==> src/rtl/udtst_regs.svh <==
`ifndef UDTST_REGS_SVH
`define UDTST_REGS_SVH

// ==========================================================
// sequence number and timing widths, lost-count mask, reset values and command buffer depth
// ==========================================================
`define UDTST_SN_W        3
`define UDTST_TMO_W       16
`define UDTST_MAX_LOST    3'h7
`define UDTST_TMO_RST     16'h0000
`define UDTST_SN_RST      3'h0
`define UDTST_BUF_DEPTH   2
`define UDTST_CMD_W       2

`endif

==> src/rtl/udtst_pkg.sv <==
package udtst_pkg;

   // tracker states: hunt, acquiring, locked, suspect, gap, single gap, late wait
   typedef enum {
      ST_HUNT,
      ST_ACQUIRING,
      ST_LOCKED,
      ST_SUSPECT,
      ST_SEQ_GAP,
      ST_SINGLE_GAP,
      ST_LATE_WAIT
   } udtst_state_e;

   // commands to the reassembly buffer writer
   typedef enum logic [1:0] {
      CMD_ACCEPT,
      CMD_DISCARD,
      CMD_DUMMY
   } udtst_cmd_e;

endpackage

==> src/rtl/udtst_pair_buf.sv <==
`timescale 1ns/1ps
`include "udtst_regs.svh"

module udtst_pair_buf #(
   parameter int WIDTH = 5,
   parameter int DEPTH = `UDTST_BUF_DEPTH
) (
   // clock and reset
   input  wire logic             ref_clk,
   input  wire logic             reset_n,
   // fill side
   input  wire logic             inValid,
   output logic                  inReady,
   input  wire logic [WIDTH-1:0] inData,
   // drain side
   output logic                  outValid,
   input  wire logic             outReady,
   output logic      [WIDTH-1:0] outData
);
   import udtst_pkg::*;

   localparam int PW = (DEPTH > 1) ? $clog2(DEPTH) : 1;
   localparam int CW = $clog2(DEPTH + 1);

   // ==========================================================
   // storage and pointers
   // ==========================================================
   logic [WIDTH-1:0] mem_r   [DEPTH];
   logic [WIDTH-1:0] mem_nxt [DEPTH];
   logic [PW-1:0]    wrPtr_r, wrPtr_nxt, rdPtr_r, rdPtr_nxt;
   logic [CW-1:0]    count_r, count_nxt;
   logic             doPush, doPop;

   assign inReady  = (count_r != CW'(DEPTH));
   assign outValid = (count_r != '0);
   assign outData  = mem_r[rdPtr_r];
   assign doPush   = inValid && inReady;
   assign doPop    = outValid && outReady;

   always_comb
   begin
      mem_nxt   = mem_r;
      wrPtr_nxt = wrPtr_r;
      rdPtr_nxt = rdPtr_r;
      count_nxt = count_r;
      if (doPush)
      begin
         mem_nxt[wrPtr_r] = inData;
         wrPtr_nxt = (wrPtr_r == PW'(DEPTH - 1)) ? '0 : PW'(wrPtr_r + 1'b1);
      end
      if (doPop)
         rdPtr_nxt = (rdPtr_r == PW'(DEPTH - 1)) ? '0 : PW'(rdPtr_r + 1'b1);
      if (doPush && !doPop)
         count_nxt = CW'(count_r + 1'b1);
      else if (doPop && !doPush)
         count_nxt = CW'(count_r - 1'b1);
   end

   always_ff @(posedge ref_clk or negedge reset_n)
   begin
      if (!reset_n)
      begin
         for (int i = 0; i < DEPTH; i++)
            mem_r[i] <= '0;
         wrPtr_r <= '0;
         rdPtr_r <= '0;
         count_r <= '0;
      end
      else
      begin
         mem_r   <= mem_nxt;
         wrPtr_r <= wrPtr_nxt;
         rdPtr_r <= rdPtr_nxt;
         count_r <= count_nxt;
      end
   end

endmodule

==> src/rtl/udtst_tracker.sv <==
`timescale 1ns/1ps
`include "udtst_regs.svh"
module udtst_tracker (
   // clock and reset
   input  wire logic                     ref_clk,
   input  wire logic                     reset_n,
   // control
   input  wire logic                     lateCheckEnable,
   input  wire logic [`UDTST_TMO_W-1:0]  lateTimeout,
   // upstream cell stream
   input  wire logic                     cellValid,
   output logic                          cellReady,
   input  wire logic [`UDTST_SN_W-1:0]   cellSeq,
   input  wire logic                     cellSeqOk,
   // downstream commands
   output logic                          cmdValid,
   input  wire logic                     cmdReady,
   output udtst_pkg::udtst_cmd_e         cmdCode,
   output logic      [`UDTST_SN_W-1:0]   cmdSeq,
   // events
   output logic                          seqErrorEvent,
   output logic                          lostCellEvent,
   output logic      [`UDTST_SN_W-1:0]   lostCount,
   output logic                          misinsertEvent,
   output logic                          lateCellEvent,
   output udtst_pkg::udtst_state_e       trackState
);
   import udtst_pkg::*;
   localparam int SW = `UDTST_SN_W;
   localparam int BW = `UDTST_CMD_W + `UDTST_SN_W;

   // ==========================================================
   // state
   // ==========================================================
   udtst_state_e           state_r, state_nxt;
   logic [SW-1:0]          lastGood_r, lastGood_nxt, lastRx_r, lastRx_nxt;
   logic [SW-1:0]          pendDummy_r, pendDummy_nxt, dummySeq_r, dummySeq_nxt;
   logic                   pendFinal_r, pendFinal_nxt;
   udtst_cmd_e             finalCmd_r, finalCmd_nxt;
   logic [SW-1:0]          finalSeq_r, finalSeq_nxt;
   logic [`UDTST_TMO_W-1:0] tmo_r, tmo_nxt;
   logic                   armed_r, armed_nxt;
   logic                   seqErr_r, seqErr_nxt, lost_r, lost_nxt, misins_r, misins_nxt, late_r, late_nxt;
   logic [SW-1:0]          lostCnt_r, lostCnt_nxt;
   logic                   take, relock, doAccept, lateFire, pushValid, pushReady;
   logic [SW-1:0]          nextGood, twoGood, nextRx;
   logic [BW-1:0]          pushData, popData;
   // cells stall while dummies or the final command still wait for the buffer
   assign cellReady = (pendDummy_r == '0) && !pendFinal_r;
   assign take      = cellValid && cellReady;
   assign nextGood  = SW'(lastGood_r + 1'b1);
   assign twoGood   = SW'(lastGood_r + 2'h2);
   assign nextRx    = SW'(lastRx_r + 1'b1);
   // timer only counts while armed, and arming only happens on entry to locked
   assign lateFire  = (state_r == ST_LOCKED) && armed_r && lateCheckEnable &&
                      (tmo_r >= lateTimeout) && cellReady && !cellValid;
   assign pushValid = (pendDummy_r != '0) || pendFinal_r;
   assign pushData  = (pendDummy_r != '0) ? {CMD_DUMMY, dummySeq_r} : {finalCmd_r, finalSeq_r};
   // ==========================================================
   // sequence decision
   // ==========================================================
   always_comb
   begin
      state_nxt     = state_r;
      lastGood_nxt  = lastGood_r;
      lastRx_nxt    = lastRx_r;
      pendDummy_nxt = pendDummy_r;
      dummySeq_nxt  = dummySeq_r;
      pendFinal_nxt = pendFinal_r;
      finalCmd_nxt  = finalCmd_r;
      finalSeq_nxt  = finalSeq_r;
      tmo_nxt       = tmo_r;
      armed_nxt     = armed_r;
      {seqErr_nxt, lost_nxt, misins_nxt, late_nxt} = 4'h0;
      lostCnt_nxt   = lostCnt_r;
      relock        = 1'b0;
      doAccept      = 1'b0;
      // drain pending commands, dummies always ahead of the cell's own command
      if (pushReady && (pendDummy_r != '0))
      begin
         pendDummy_nxt = SW'(pendDummy_r - 1'b1);
         dummySeq_nxt  = SW'(dummySeq_r + 1'b1);
      end
      else if (pushReady)
         pendFinal_nxt = 1'b0;
      // saturate so a long idle spell cannot wrap and hide the timeout
      if (armed_r && (tmo_r != '1))
         tmo_nxt = `UDTST_TMO_W'(tmo_r + 1'b1);
      // a cell is only taken with nothing pending, so the dummy count starts from zero here
      if (take)
      begin
         lastRx_nxt = cellSeq;
         unique case (state_r)
            ST_HUNT:
               if (cellSeqOk)
                  state_nxt = ST_ACQUIRING;
            ST_ACQUIRING:
               if (!cellSeqOk)
                  state_nxt = ST_HUNT;
               else if (cellSeq == nextRx)
               begin
                  doAccept     = 1'b1;
                  lastGood_nxt = cellSeq;
                  relock       = 1'b1;
               end
            ST_LOCKED:
               if (!cellSeqOk)
               begin
                  doAccept   = 1'b1;
                  lastRx_nxt = lastRx_r;
                  state_nxt  = ST_SUSPECT;
               end
               else if (cellSeq == nextGood)
               begin
                  doAccept     = 1'b1;
                  lastGood_nxt = cellSeq;
                  relock       = 1'b1;
               end
               else if (cellSeq == twoGood)
               begin
                  pendDummy_nxt = 3'h1;
                  doAccept   = 1'b1;
                  seqErr_nxt = 1'b1;
                  state_nxt  = ST_SINGLE_GAP;
               end
               else
               begin
                  doAccept   = 1'b1;
                  seqErr_nxt = 1'b1;
                  state_nxt  = ST_SEQ_GAP;
               end
            ST_SUSPECT, ST_SEQ_GAP:
               if (!cellSeqOk)
                  state_nxt = ST_HUNT;
               else if (state_r == ST_SUSPECT && cellSeq == nextGood)
               begin
                  misins_nxt   = 1'b1;
                  lastGood_nxt = cellSeq;
                  relock       = 1'b1;
               end
               else if (state_r == ST_SEQ_GAP && cellSeq == nextRx)
               begin
                  // gap size is what lies between the last good and last received cell
                  pendDummy_nxt = SW'(lastRx_r - lastGood_r - 1'b1) & `UDTST_MAX_LOST;
                  lostCnt_nxt  = SW'(lastRx_r - lastGood_r - 1'b1);
                  doAccept     = 1'b1;
                  lost_nxt     = 1'b1;
                  lastGood_nxt = cellSeq;
                  relock       = 1'b1;
               end
               else if (cellSeq == twoGood)
               begin
                  doAccept     = 1'b1;
                  lastGood_nxt = cellSeq;
                  relock       = 1'b1;
               end
               else
                  state_nxt = ST_ACQUIRING;
            ST_SINGLE_GAP:
               if (!cellSeqOk)
                  state_nxt = ST_HUNT;
               else if (cellSeq == nextRx)
               begin
                  doAccept     = 1'b1;
                  lost_nxt     = 1'b1;
                  lostCnt_nxt  = 3'h1;
                  lastGood_nxt = cellSeq;
                  relock       = 1'b1;
               end
               else if (cellSeq == nextGood)
               begin
                  // dummy already stood in for the misinserted cell
                  misins_nxt   = 1'b1;
                  lastGood_nxt = lastRx_r;
                  lastRx_nxt   = lastRx_r;
                  relock       = 1'b1;
               end
               else if (cellSeq == twoGood)
               begin
                  lastGood_nxt = cellSeq;
                  relock       = 1'b1;
               end
               else
                  state_nxt = ST_ACQUIRING;
            ST_LATE_WAIT:
               if (!cellSeqOk)
                  state_nxt = ST_HUNT;
               else if (cellSeq == nextGood)
               begin
                  late_nxt     = 1'b1;
                  lastGood_nxt = cellSeq;
                  relock       = 1'b1;
               end
               else if (cellSeq == twoGood)
               begin
                  doAccept     = 1'b1;
                  lost_nxt     = 1'b1;
                  lostCnt_nxt  = 3'h1;
                  seqErr_nxt   = 1'b1;
                  lastGood_nxt = cellSeq;
                  relock       = 1'b1;
               end
               else
               begin
                  seqErr_nxt = 1'b1;
                  state_nxt  = ST_ACQUIRING;
               end
         endcase
         dummySeq_nxt  = nextGood;
         pendFinal_nxt = 1'b1;
         finalCmd_nxt  = doAccept ? CMD_ACCEPT : CMD_DISCARD;
         finalSeq_nxt  = cellSeq;
      end
      else if (lateFire)
      begin
         pendDummy_nxt = 3'h1;
         dummySeq_nxt  = nextGood;
         state_nxt     = ST_LATE_WAIT;
      end
      if (relock)
      begin
         state_nxt = ST_LOCKED;
         armed_nxt = 1'b1;
         tmo_nxt   = `UDTST_TMO_RST;
      end
      else if (state_nxt != ST_LOCKED)
         armed_nxt = 1'b0;
   end
   always_ff @(posedge ref_clk or negedge reset_n)
   begin
      if (!reset_n)
      begin
         state_r     <= ST_HUNT;
         lastGood_r  <= `UDTST_SN_RST;
         lastRx_r    <= `UDTST_SN_RST;
         pendDummy_r <= '0;
         dummySeq_r  <= `UDTST_SN_RST;
         pendFinal_r <= 1'b0;
         finalCmd_r  <= CMD_ACCEPT;
         finalSeq_r  <= `UDTST_SN_RST;
         tmo_r       <= `UDTST_TMO_RST;
         armed_r     <= 1'b0;
         {seqErr_r, lost_r, misins_r, late_r} <= 4'h0;
         lostCnt_r   <= '0;
      end
      else
      begin
         state_r     <= state_nxt;
         lastGood_r  <= lastGood_nxt;
         lastRx_r    <= lastRx_nxt;
         pendDummy_r <= pendDummy_nxt;
         dummySeq_r  <= dummySeq_nxt;
         pendFinal_r <= pendFinal_nxt;
         finalCmd_r  <= finalCmd_nxt;
         finalSeq_r  <= finalSeq_nxt;
         tmo_r       <= tmo_nxt;
         armed_r     <= armed_nxt;
         {seqErr_r, lost_r, misins_r, late_r} <= {seqErr_nxt, lost_nxt, misins_nxt, late_nxt};
         lostCnt_r   <= lostCnt_nxt;
      end
   end

   // ==========================================================
   // command buffer
   // ==========================================================
   // two entries let a full-rate stream pass while the writer stalls for a cycle
   udtst_pair_buf #(
      .WIDTH (BW),
      .DEPTH (`UDTST_BUF_DEPTH)
   ) u_cmd_buf (
      .ref_clk  (ref_clk),
      .reset_n  (reset_n),
      .inValid  (pushValid),
      .inReady  (pushReady),
      .inData   (pushData),
      .outValid (cmdValid),
      .outReady (cmdReady),
      .outData  (popData)
   );
   assign cmdCode        = udtst_cmd_e'(popData[BW-1:SW]);
   assign cmdSeq         = popData[SW-1:0];
   assign {seqErrorEvent, lostCellEvent, misinsertEvent, lateCellEvent} = {seqErr_r, lost_r, misins_r, late_r};
   assign lostCount      = lostCnt_r;
   assign trackState     = state_r;
endmodule
==> config.mk <==
export PLATFORM = sky130hd
export DESIGN_NAME = udtst_tracker
export DESIGN_NICKNAME = d
export VERILOG_FILES = /design/src/rtl/udtst_pkg.sv /design/src/rtl/udtst_pair_buf.sv /design/src/rtl/udtst_tracker.sv
export VERILOG_INCLUDE_DIRS = /design/src /design/src/rtl
export SDC_FILE = /design/constraint.sdc
export NUM_CORES = 1
export LEC_CHECK = 0
export BUFFER_PORTS_ARGS = -buffer_cell sky130_fd_sc_hd__buf_2
export CAP_MARGIN = 0
export CELL_PAD_IN_SITES_DETAIL_PLACEMENT = 0
export CELL_PAD_IN_SITES_GLOBAL_PLACEMENT = 1
export CORE_MARGIN = 2
export CORE_UTILIZATION = 48
export CTS_CLUSTER_DIAMETER = 120
export DETAILED_ROUTE_END_ITERATION = 8
export GPL_TIMING_DRIVEN = 0
export PLACE_DENSITY = 0.95
export RECOVER_POWER = 100
export SYNTH_ARGS = -nofsm -noshare
export SYNTH_HDL_FRONTEND = slang
export SYNTH_SLANG_ARGS = --single-unit
==> constraint.sdc <==
create_clock -name ref_clk -period 3.8 [get_ports ref_clk]
set_input_delay 0.76 -clock ref_clk [delete_from_list [all_inputs] [get_ports ref_clk]]
set_output_delay 0.76 -clock ref_clk [all_outputs]
set_load 0.02 [all_outputs]
Yosys cells after proc, flatten, opt, wreduce, memory -nomap -nowiden
Cells that the tools add are included.

Register bits after elaboration: 88. Output and inout port bits: 46. Logic and storage cells: 220.

$add $sub $neg: 12. Order comparisons: 4. Equality and inequality tests: 29. Mux-type cells: 114. Bitwise logic cells: 2. Reduce and logical (&&, ||, !) cells: 39.

Operator list (count): $mux W32 (15); $pmux W32 S6 (1); $eq A32 B3 Y1 const B (5); $mux W3 (37); $eq A32 B2 Y1 const B (2); $mux W1 (42); $eq A32 B1 Y1 const B (1); $eq A32 B4 Y1 const B (1); $logic_not A32 Y1 (1); $mux W16 (2); $ne A32 B3 Y1 const B (1); $ne A2 B2 Y1 const B (14); $mux W5 (5); $add A16 B1 Y16 const B (1); $ge A16 B16 Y1 (1); $logic_and A1 B1 Y1 (16); $ne A16 B16 Y1 const B (1); $pmux W3 S5 (1); $pmux W3 S2 (2); $bwmux W10 (1); $reduce_and A10 Y1 (1); $reduce_bool A2 Y1 (5); $add A3 B1 Y3 const B (3); $eq A3 B3 Y1 (3); other kinds (26) (38).

Depth between registers and ports, before layout
Depth in word-level cells: 11. Depth in mapped cells: 15. Depth with buffers taken out: 11.

Cells and area by module
Synthesis repeated with hierarchy kept, for this count alone.

Cell total of the unflattened synthesis: 554. Area total of the unflattened synthesis: 5301.3 sq um.

Modules (own cells, without submodules): udtst_tracker (instances 1, cells each 509, area an instance 4606.9 sq um); udtst_pair_buf (instances 1, cells each 45, area an instance 694.4 sq um).

Worst setup path after synthesis
No wires, ideal clock.

Path type: input -> register. Start: input cellSeq[2]. End: register state_r[21] (netlist: trackState[21]). Setup time: 119 ps. Data arrival time: 2452 ps. Required time: 3681 ps. Setup slack: 1229 ps. Stages: 10. Buffers on the path: 3. Cell sequence: buf_6 > xnor3_1 > nand3_1 > o221ai_1 > nand4_1 > nand2_1 > o211a_1 > buf_2 > buf_6 > and2_1.

Cells in the longest elaborated chain, start to end: 8.

Ends and longest elaborated chain: start: declaration (RTL line udtst_tracker.sv:13) `` input wire logic [`UDTST_SN_W-1:0] cellSeq, ``; $eq A3 B3 Y1, on equally long branches; $mux W32 (tied with other cells) (RTL line udtst_tracker.sv:151, udtst_tracker.sv:178, udtst_tracker.sv:194); $mux W32 (tied with other cells) (RTL line udtst_tracker.sv:188) `else if (cellSeq == nextGood)`; $mux W32 (tied with other cells) (RTL line udtst_tracker.sv:162) `else if (cellSeq == nextRx)`; $mux W32 (tied with other cells) (RTL line udtst_tracker.sv:160) `if (!cellSeqOk)`; $pmux W32 S6 / $pmux W1 S5 (equally long branches) (RTL line udtst_tracker.sv:93) `unique case (state_r)`; $mux W32 / $mux W1 (equally long branches) (RTL line udtst_tracker.sv:90) `if (take)`; $mux W32 * (RTL line udtst_tracker.sv:220) `if (relock)`; net state_nxt[21] (RTL line udtst_tracker.sv:35) `udtst_state_e state_r, state_nxt;`; end signal: assignment (RTL line udtst_tracker.sv:248) `state_r <= state_nxt;`; end: declaration (RTL line udtst_tracker.sv:35).

The timed path passes the listed nets; every way through them passes the cells marked *. A chain may end at the register's enable or synchronous reset.

Worst setup path after layout
Start: register lastGood_r[0]. End: register tmo_r[11].

Cells in the longest elaborated chain, start to end: 9.

Ends and longest elaborated chain: start: declaration (RTL line udtst_tracker.sv:36) `logic [SW-1:0] lastGood_r, lastGood_nxt, lastRx_r, lastRx_nxt;`; start signal: assignment (RTL line udtst_tracker.sv:234) `` lastGood_r <= `UDTST_SN_RST; ``; start signal: assignment (RTL line udtst_tracker.sv:249) `lastGood_r <= lastGood_nxt;`; $add A3 B2 Y3 (RTL line udtst_tracker.sv:52) `assign twoGood = SW'(lastGood_r + 2'h2);`; $eq A3 B3 Y1 (RTL line udtst_tracker.sv:151, udtst_tracker.sv:178, udtst_tracker.sv:194); $mux W1 (RTL line udtst_tracker.sv:151, udtst_tracker.sv:178, udtst_tracker.sv:194); $mux W1, on equally long branches (RTL line udtst_tracker.sv:188, udtst_tracker.sv:141); $mux W1, on equally long branches (RTL line udtst_tracker.sv:162, udtst_tracker.sv:135); $mux W1, on equally long branches (RTL line udtst_tracker.sv:160, udtst_tracker.sv:133); $pmux W1 S5 * (RTL line udtst_tracker.sv:93); $mux W1 * (RTL line udtst_tracker.sv:90); $mux W16 / $reduce_bool A2 Y1 (equally long branches); end signal: assignment (RTL line udtst_tracker.sv:241) `` tmo_r <= `UDTST_TMO_RST; ``; end signal: assignment (RTL line udtst_tracker.sv:256) `tmo_r <= tmo_nxt;`; end: declaration (RTL line udtst_tracker.sv:41) `` logic [`UDTST_TMO_W-1:0] tmo_r, tmo_nxt; ``.

Mark *: on every way between the ends. The rest lies on a longest branch, timed or not.

==> metrics.txt <==
CTS max path bufs=2; most instantiated library cell after synthesis=sky130_fd_sc_hd__dfrtp_1; cell family with most CP delay=compound AO/OA/AOI/OAI gates; layout-stage area growth over the synthesis result=13.1%; commonest cells in the netlist=87 x sky130_fd_sc_hd__dfrtp_1, 61 x sky130_fd_sc_hd__nand2_1, 40 x sky130_fd_sc_hd__nor2_1, 36 x sky130_fd_sc_hd__and2_1, 29 x sky130_fd_sc_hd__o21ai_0; routability cong.=0.927; initial standard-cell utilization of the core=49.1%; grt ovf=0; detailed-routing iteration count for the pre-antenna-repair pass=5; MaxCap Viol Count=1; CP bufs+invs=1; Residual DRC=0; main area contributors after synthesis=sky130_fd_sc_hd__dfrtp_1 43%, sky130_fd_sc_hd__ha_1 6.0%, sky130_fd_sc_hd__nand2_1 4.6%; die outline width=106 um; fraction of post-synthesis cell area in the top cell type by area=43.3%; fraction of layout cells with a size suffix above 1=11.3%; crit path cell chain=ha_1, xnor2_1, nand3_2, o221ai_1, nand4_1, a31oi_2, clkbuf_1, nor2_1; vertical die dimension=106 um; antenna violations before repair=0; average detailed-routed wire length per instance=15.8 um; classification of the worst-slack hold path=reg -> reg; post-layout power=0.00380 W; number of different library cells in the post-synthesis netlist=70; fin nets=666; non-filler cells, final=756; buffers inserted during post-CTS setup optimization=0; number of gates resized after cts=0; total number of H-tree levels=3; area of the core=10200 sq um; standard cell with the maximum stage delay on the critical path=sky130_fd_sc_hd__dfrtp_1; pin count of the biggest net entering global routing=67; final antenna diode count=0; Hold-fix buffers, CTS=0; TritonCTS clock tree=done; Cells after Synth=536; IR drop worst, VDD=0.280 mV; transition time at the pin with the least slew margin=1.61 ns; arrival time at the worst endpoint=3.46 ns; Vias/cell=5.54; IO Port Bufs=68; Synth area leader=sky130_fd_sc_hd__dfrtp_1; setup repair after global routing missed its margin=no; power density of the placed cells=669 nW/um^2; worst slew margin relative to its limit=-7.33%; clock tree sinks=87; remaining antenna violation count=0; warning count from the yosys run=0; slack of the worst reg-to-reg path=0.58 ns; Req. time, crit path=4.03 ns; Via Count=4188; maximum operating frequency=310 MHz; Syn Std Cell Area=5030 sq um; violation count after the first detailed-routing iteration=379; Slew Limit Fails=67; Clk pin slew, worst setup/hold paths=0.08 ns; syn nets=586; total routed wirelength=11900 um; post-detail-place hpwl=8880 um; cell at the root of the clock tree=sky130_fd_sc_hd__clkbuf_8; setup_tns=0 ns; Setup CP Type=reg -> reg; outcome=finished, violations left; post-synthesis area per instance=9.38 sq um; clock buffer count from CTS=9; final setup vio count=0; worst-path maximum fanout=10; hold violation total from the final report=0; area enclosed by the die boundary=11300 sq um; Placement Rows=37; clock latency at the later pin of the worst-skew pair=0.37 ns; DP Cell Count=741; top_reg_cell synth=sky130_fd_sc_hd__dfrtp_1; vias in the first global route=4205; fraction of synthesis flops using an asynchronous set or reset pin=100%; Leakage=2.59 nW; failing checks=max-capacitance violations, max-slew violations; final critical delay including setup and external delays=3.22 ns; largest stage delay on the critical path=0.48 ns; fraction of the yosys area taken by sequential cells=43.3%; number of synthesized flops with an enable pin=0; first-pass GRT wire length=20400 um; kind of end point of the critical path=flop; number of top-level design ports=71; smallest hold slack=0.478 ns; crit path launch type=flop; worst-case clock skew=0.0105 ns; flip-flop and latch count after synthesis=87; ratio of final minimum period to clock period=84.8%; overall routing resource usage=22.6%
[cells in the final DEF (no fill, tap or decap), types with 3 or more instances in the layout]
master / Yosys / layout
sky130_fd_sc_hd__dfrtp_1: 87 / 87
sky130_fd_sc_hd__clkbuf_1: 13 / 64
sky130_fd_sc_hd__nand2_1: 61 / 61
sky130_fd_sc_hd__nor2_1: 40 / 41
sky130_fd_sc_hd__o21ai_0: 29 / 30
sky130_fd_sc_hd__inv_1: 28 / 29
sky130_fd_sc_hd__buf_2: 7 / 26
sky130_fd_sc_hd__a21oi_1: 24 / 24
sky130_fd_sc_hd__ha_1: 24 / 24
sky130_fd_sc_hd__and2_1: 36 / 22
sky130_fd_sc_hd__nand4_1: 15 / 15
sky130_fd_sc_hd__xor2_1: 15 / 15
sky130_fd_sc_hd__and2_0: 0 / 14
sky130_fd_sc_hd__mux2_2: 13 / 13
sky130_fd_sc_hd__xnor2_1: 12 / 12
sky130_fd_sc_hd__nand3_1: 11 / 11
sky130_fd_sc_hd__clkbuf_8: 0 / 10
sky130_fd_sc_hd__nor2b_1: 8 / 8
sky130_fd_sc_hd__and3_1: 8 / 8
sky130_fd_sc_hd__nor4_1: 8 / 8
sky130_fd_sc_hd__nor3_1: 6 / 7
sky130_fd_sc_hd__a31oi_1: 7 / 7
sky130_fd_sc_hd__mux2i_1: 6 / 6
sky130_fd_sc_hd__nand2b_1: 5 / 5
sky130_fd_sc_hd__or3_1: 5 / 5
sky130_fd_sc_hd__and4_1: 4 / 4
sky130_fd_sc_hd__or2_2: 4 / 4
sky130_fd_sc_hd__a22oi_1: 4 / 4
sky130_fd_sc_hd__a21o_1: 3 / 3
[layer usage]
metal | routed length (um) | vias to the layer above | GRT usage [%]
li1 | - | 2025 | -
met1 | 5700 | 2022 | 32.2
met2 | 5460 | 126 | 34.7
met3 | 628 | 15 | 4.72
met4 | 165 | 0 | 6.58
met5 | 0 | - | 0
[final timing paths]
check	start	to	cells after the start
max in group asynchronous	reset_n	trackState[15]	2
setup reg to reg	lastGood_r[0]	tmo_r[11]	8
setup / recovery	lastGood_r[0]	tmo_r[11]	8
min in group asynchronous	reset_n	u_cmd_buf.count_r[1]	1
hold reg to reg	pendFinal_r	pendFinal_r	2
hold / removal	pendFinal_r	pendFinal_r	2
[power by group]
part | internal, W | leakage (nW) | switching [W]
registers | 0.00116 | 1.08 | 0.000197
logic | 0.000707 | 1.39 | 0.00102
clock network | 0.000386 | 0.109 | 0.000335
[state kept, by name, summed over array words and instances, names as in the netlist]
name               flops
u_cmd_buf.rdPtr_r      1
finalCmd_r             1
u_cmd_buf.count_r      2
lastRx_r               3
dummySeq_r             3
lateCellEvent          1
lastGood_r             3
finalSeq_r             3
pendDummy_r            3
trackState            32
misinsertEvent         1
armed_r                1
tmo_r                 16
u_cmd_buf.wrPtr_r      1
lostCount              3
pendFinal_r            1
seqErrorEvent          1
lostCellEvent          1
u_cmd_buf.mem_r       10
[per-stage QoR]
stage / instance area (sq um) / setup slack, ns / utilization, %
global route: 5690 / 0.284 / 55.6
finish: 5690 / 0.578 / 55.6
CTS: 5790 / 0.766 / 56.5
floorplan: 5030 / 1.23 / -
global placement: 5540 / 0.677 / 54.1
detailed placement: 5570 / 0.627 / 54.4
[layout make-up]
| type | count | area [sq um] |
|---|---|---|
| plain buffers | 24 | 111 |
| clock buffers | 10 | 138 |
| clock inverters | 5 | 81.3 |
| fillers | 1007 | 4540 |
| inverters | 29 | 109 |
| multi-input cells | 396 | 2610 |
| flip-flops and latches | 87 | 2180 |
| well taps | 136 | 170 |
| repair buffers | 69 | 287 |
[cells by family (layout without fill, tap and decap cells)]
logic type / count (synthesis) / count (layout) / share of synthesized area (%)
DFF: 87 / 87 / 43.3
adders and majority gates: 25 / 25 / 6.37
xor gates and xnor gates: 30 / 30 / 5.95
muxes: 19 / 19 / 4.11
and+or+nand+nor: 221 / 221 / 22.8
buffers and inverters: 53 / 137 / 4.53
AOI/OAI and AO/OA: 101 / 101 / 12.9
[worst min-delay path, stage by stage (launching register included)]
cell and delay [ns]:
sky130_fd_sc_hd__dfrtp_1 0.34, sky130_fd_sc_hd__nand2_1 0.05, sky130_fd_sc_hd__nand2_1 0.05
(Power assumes the default switching activity.)
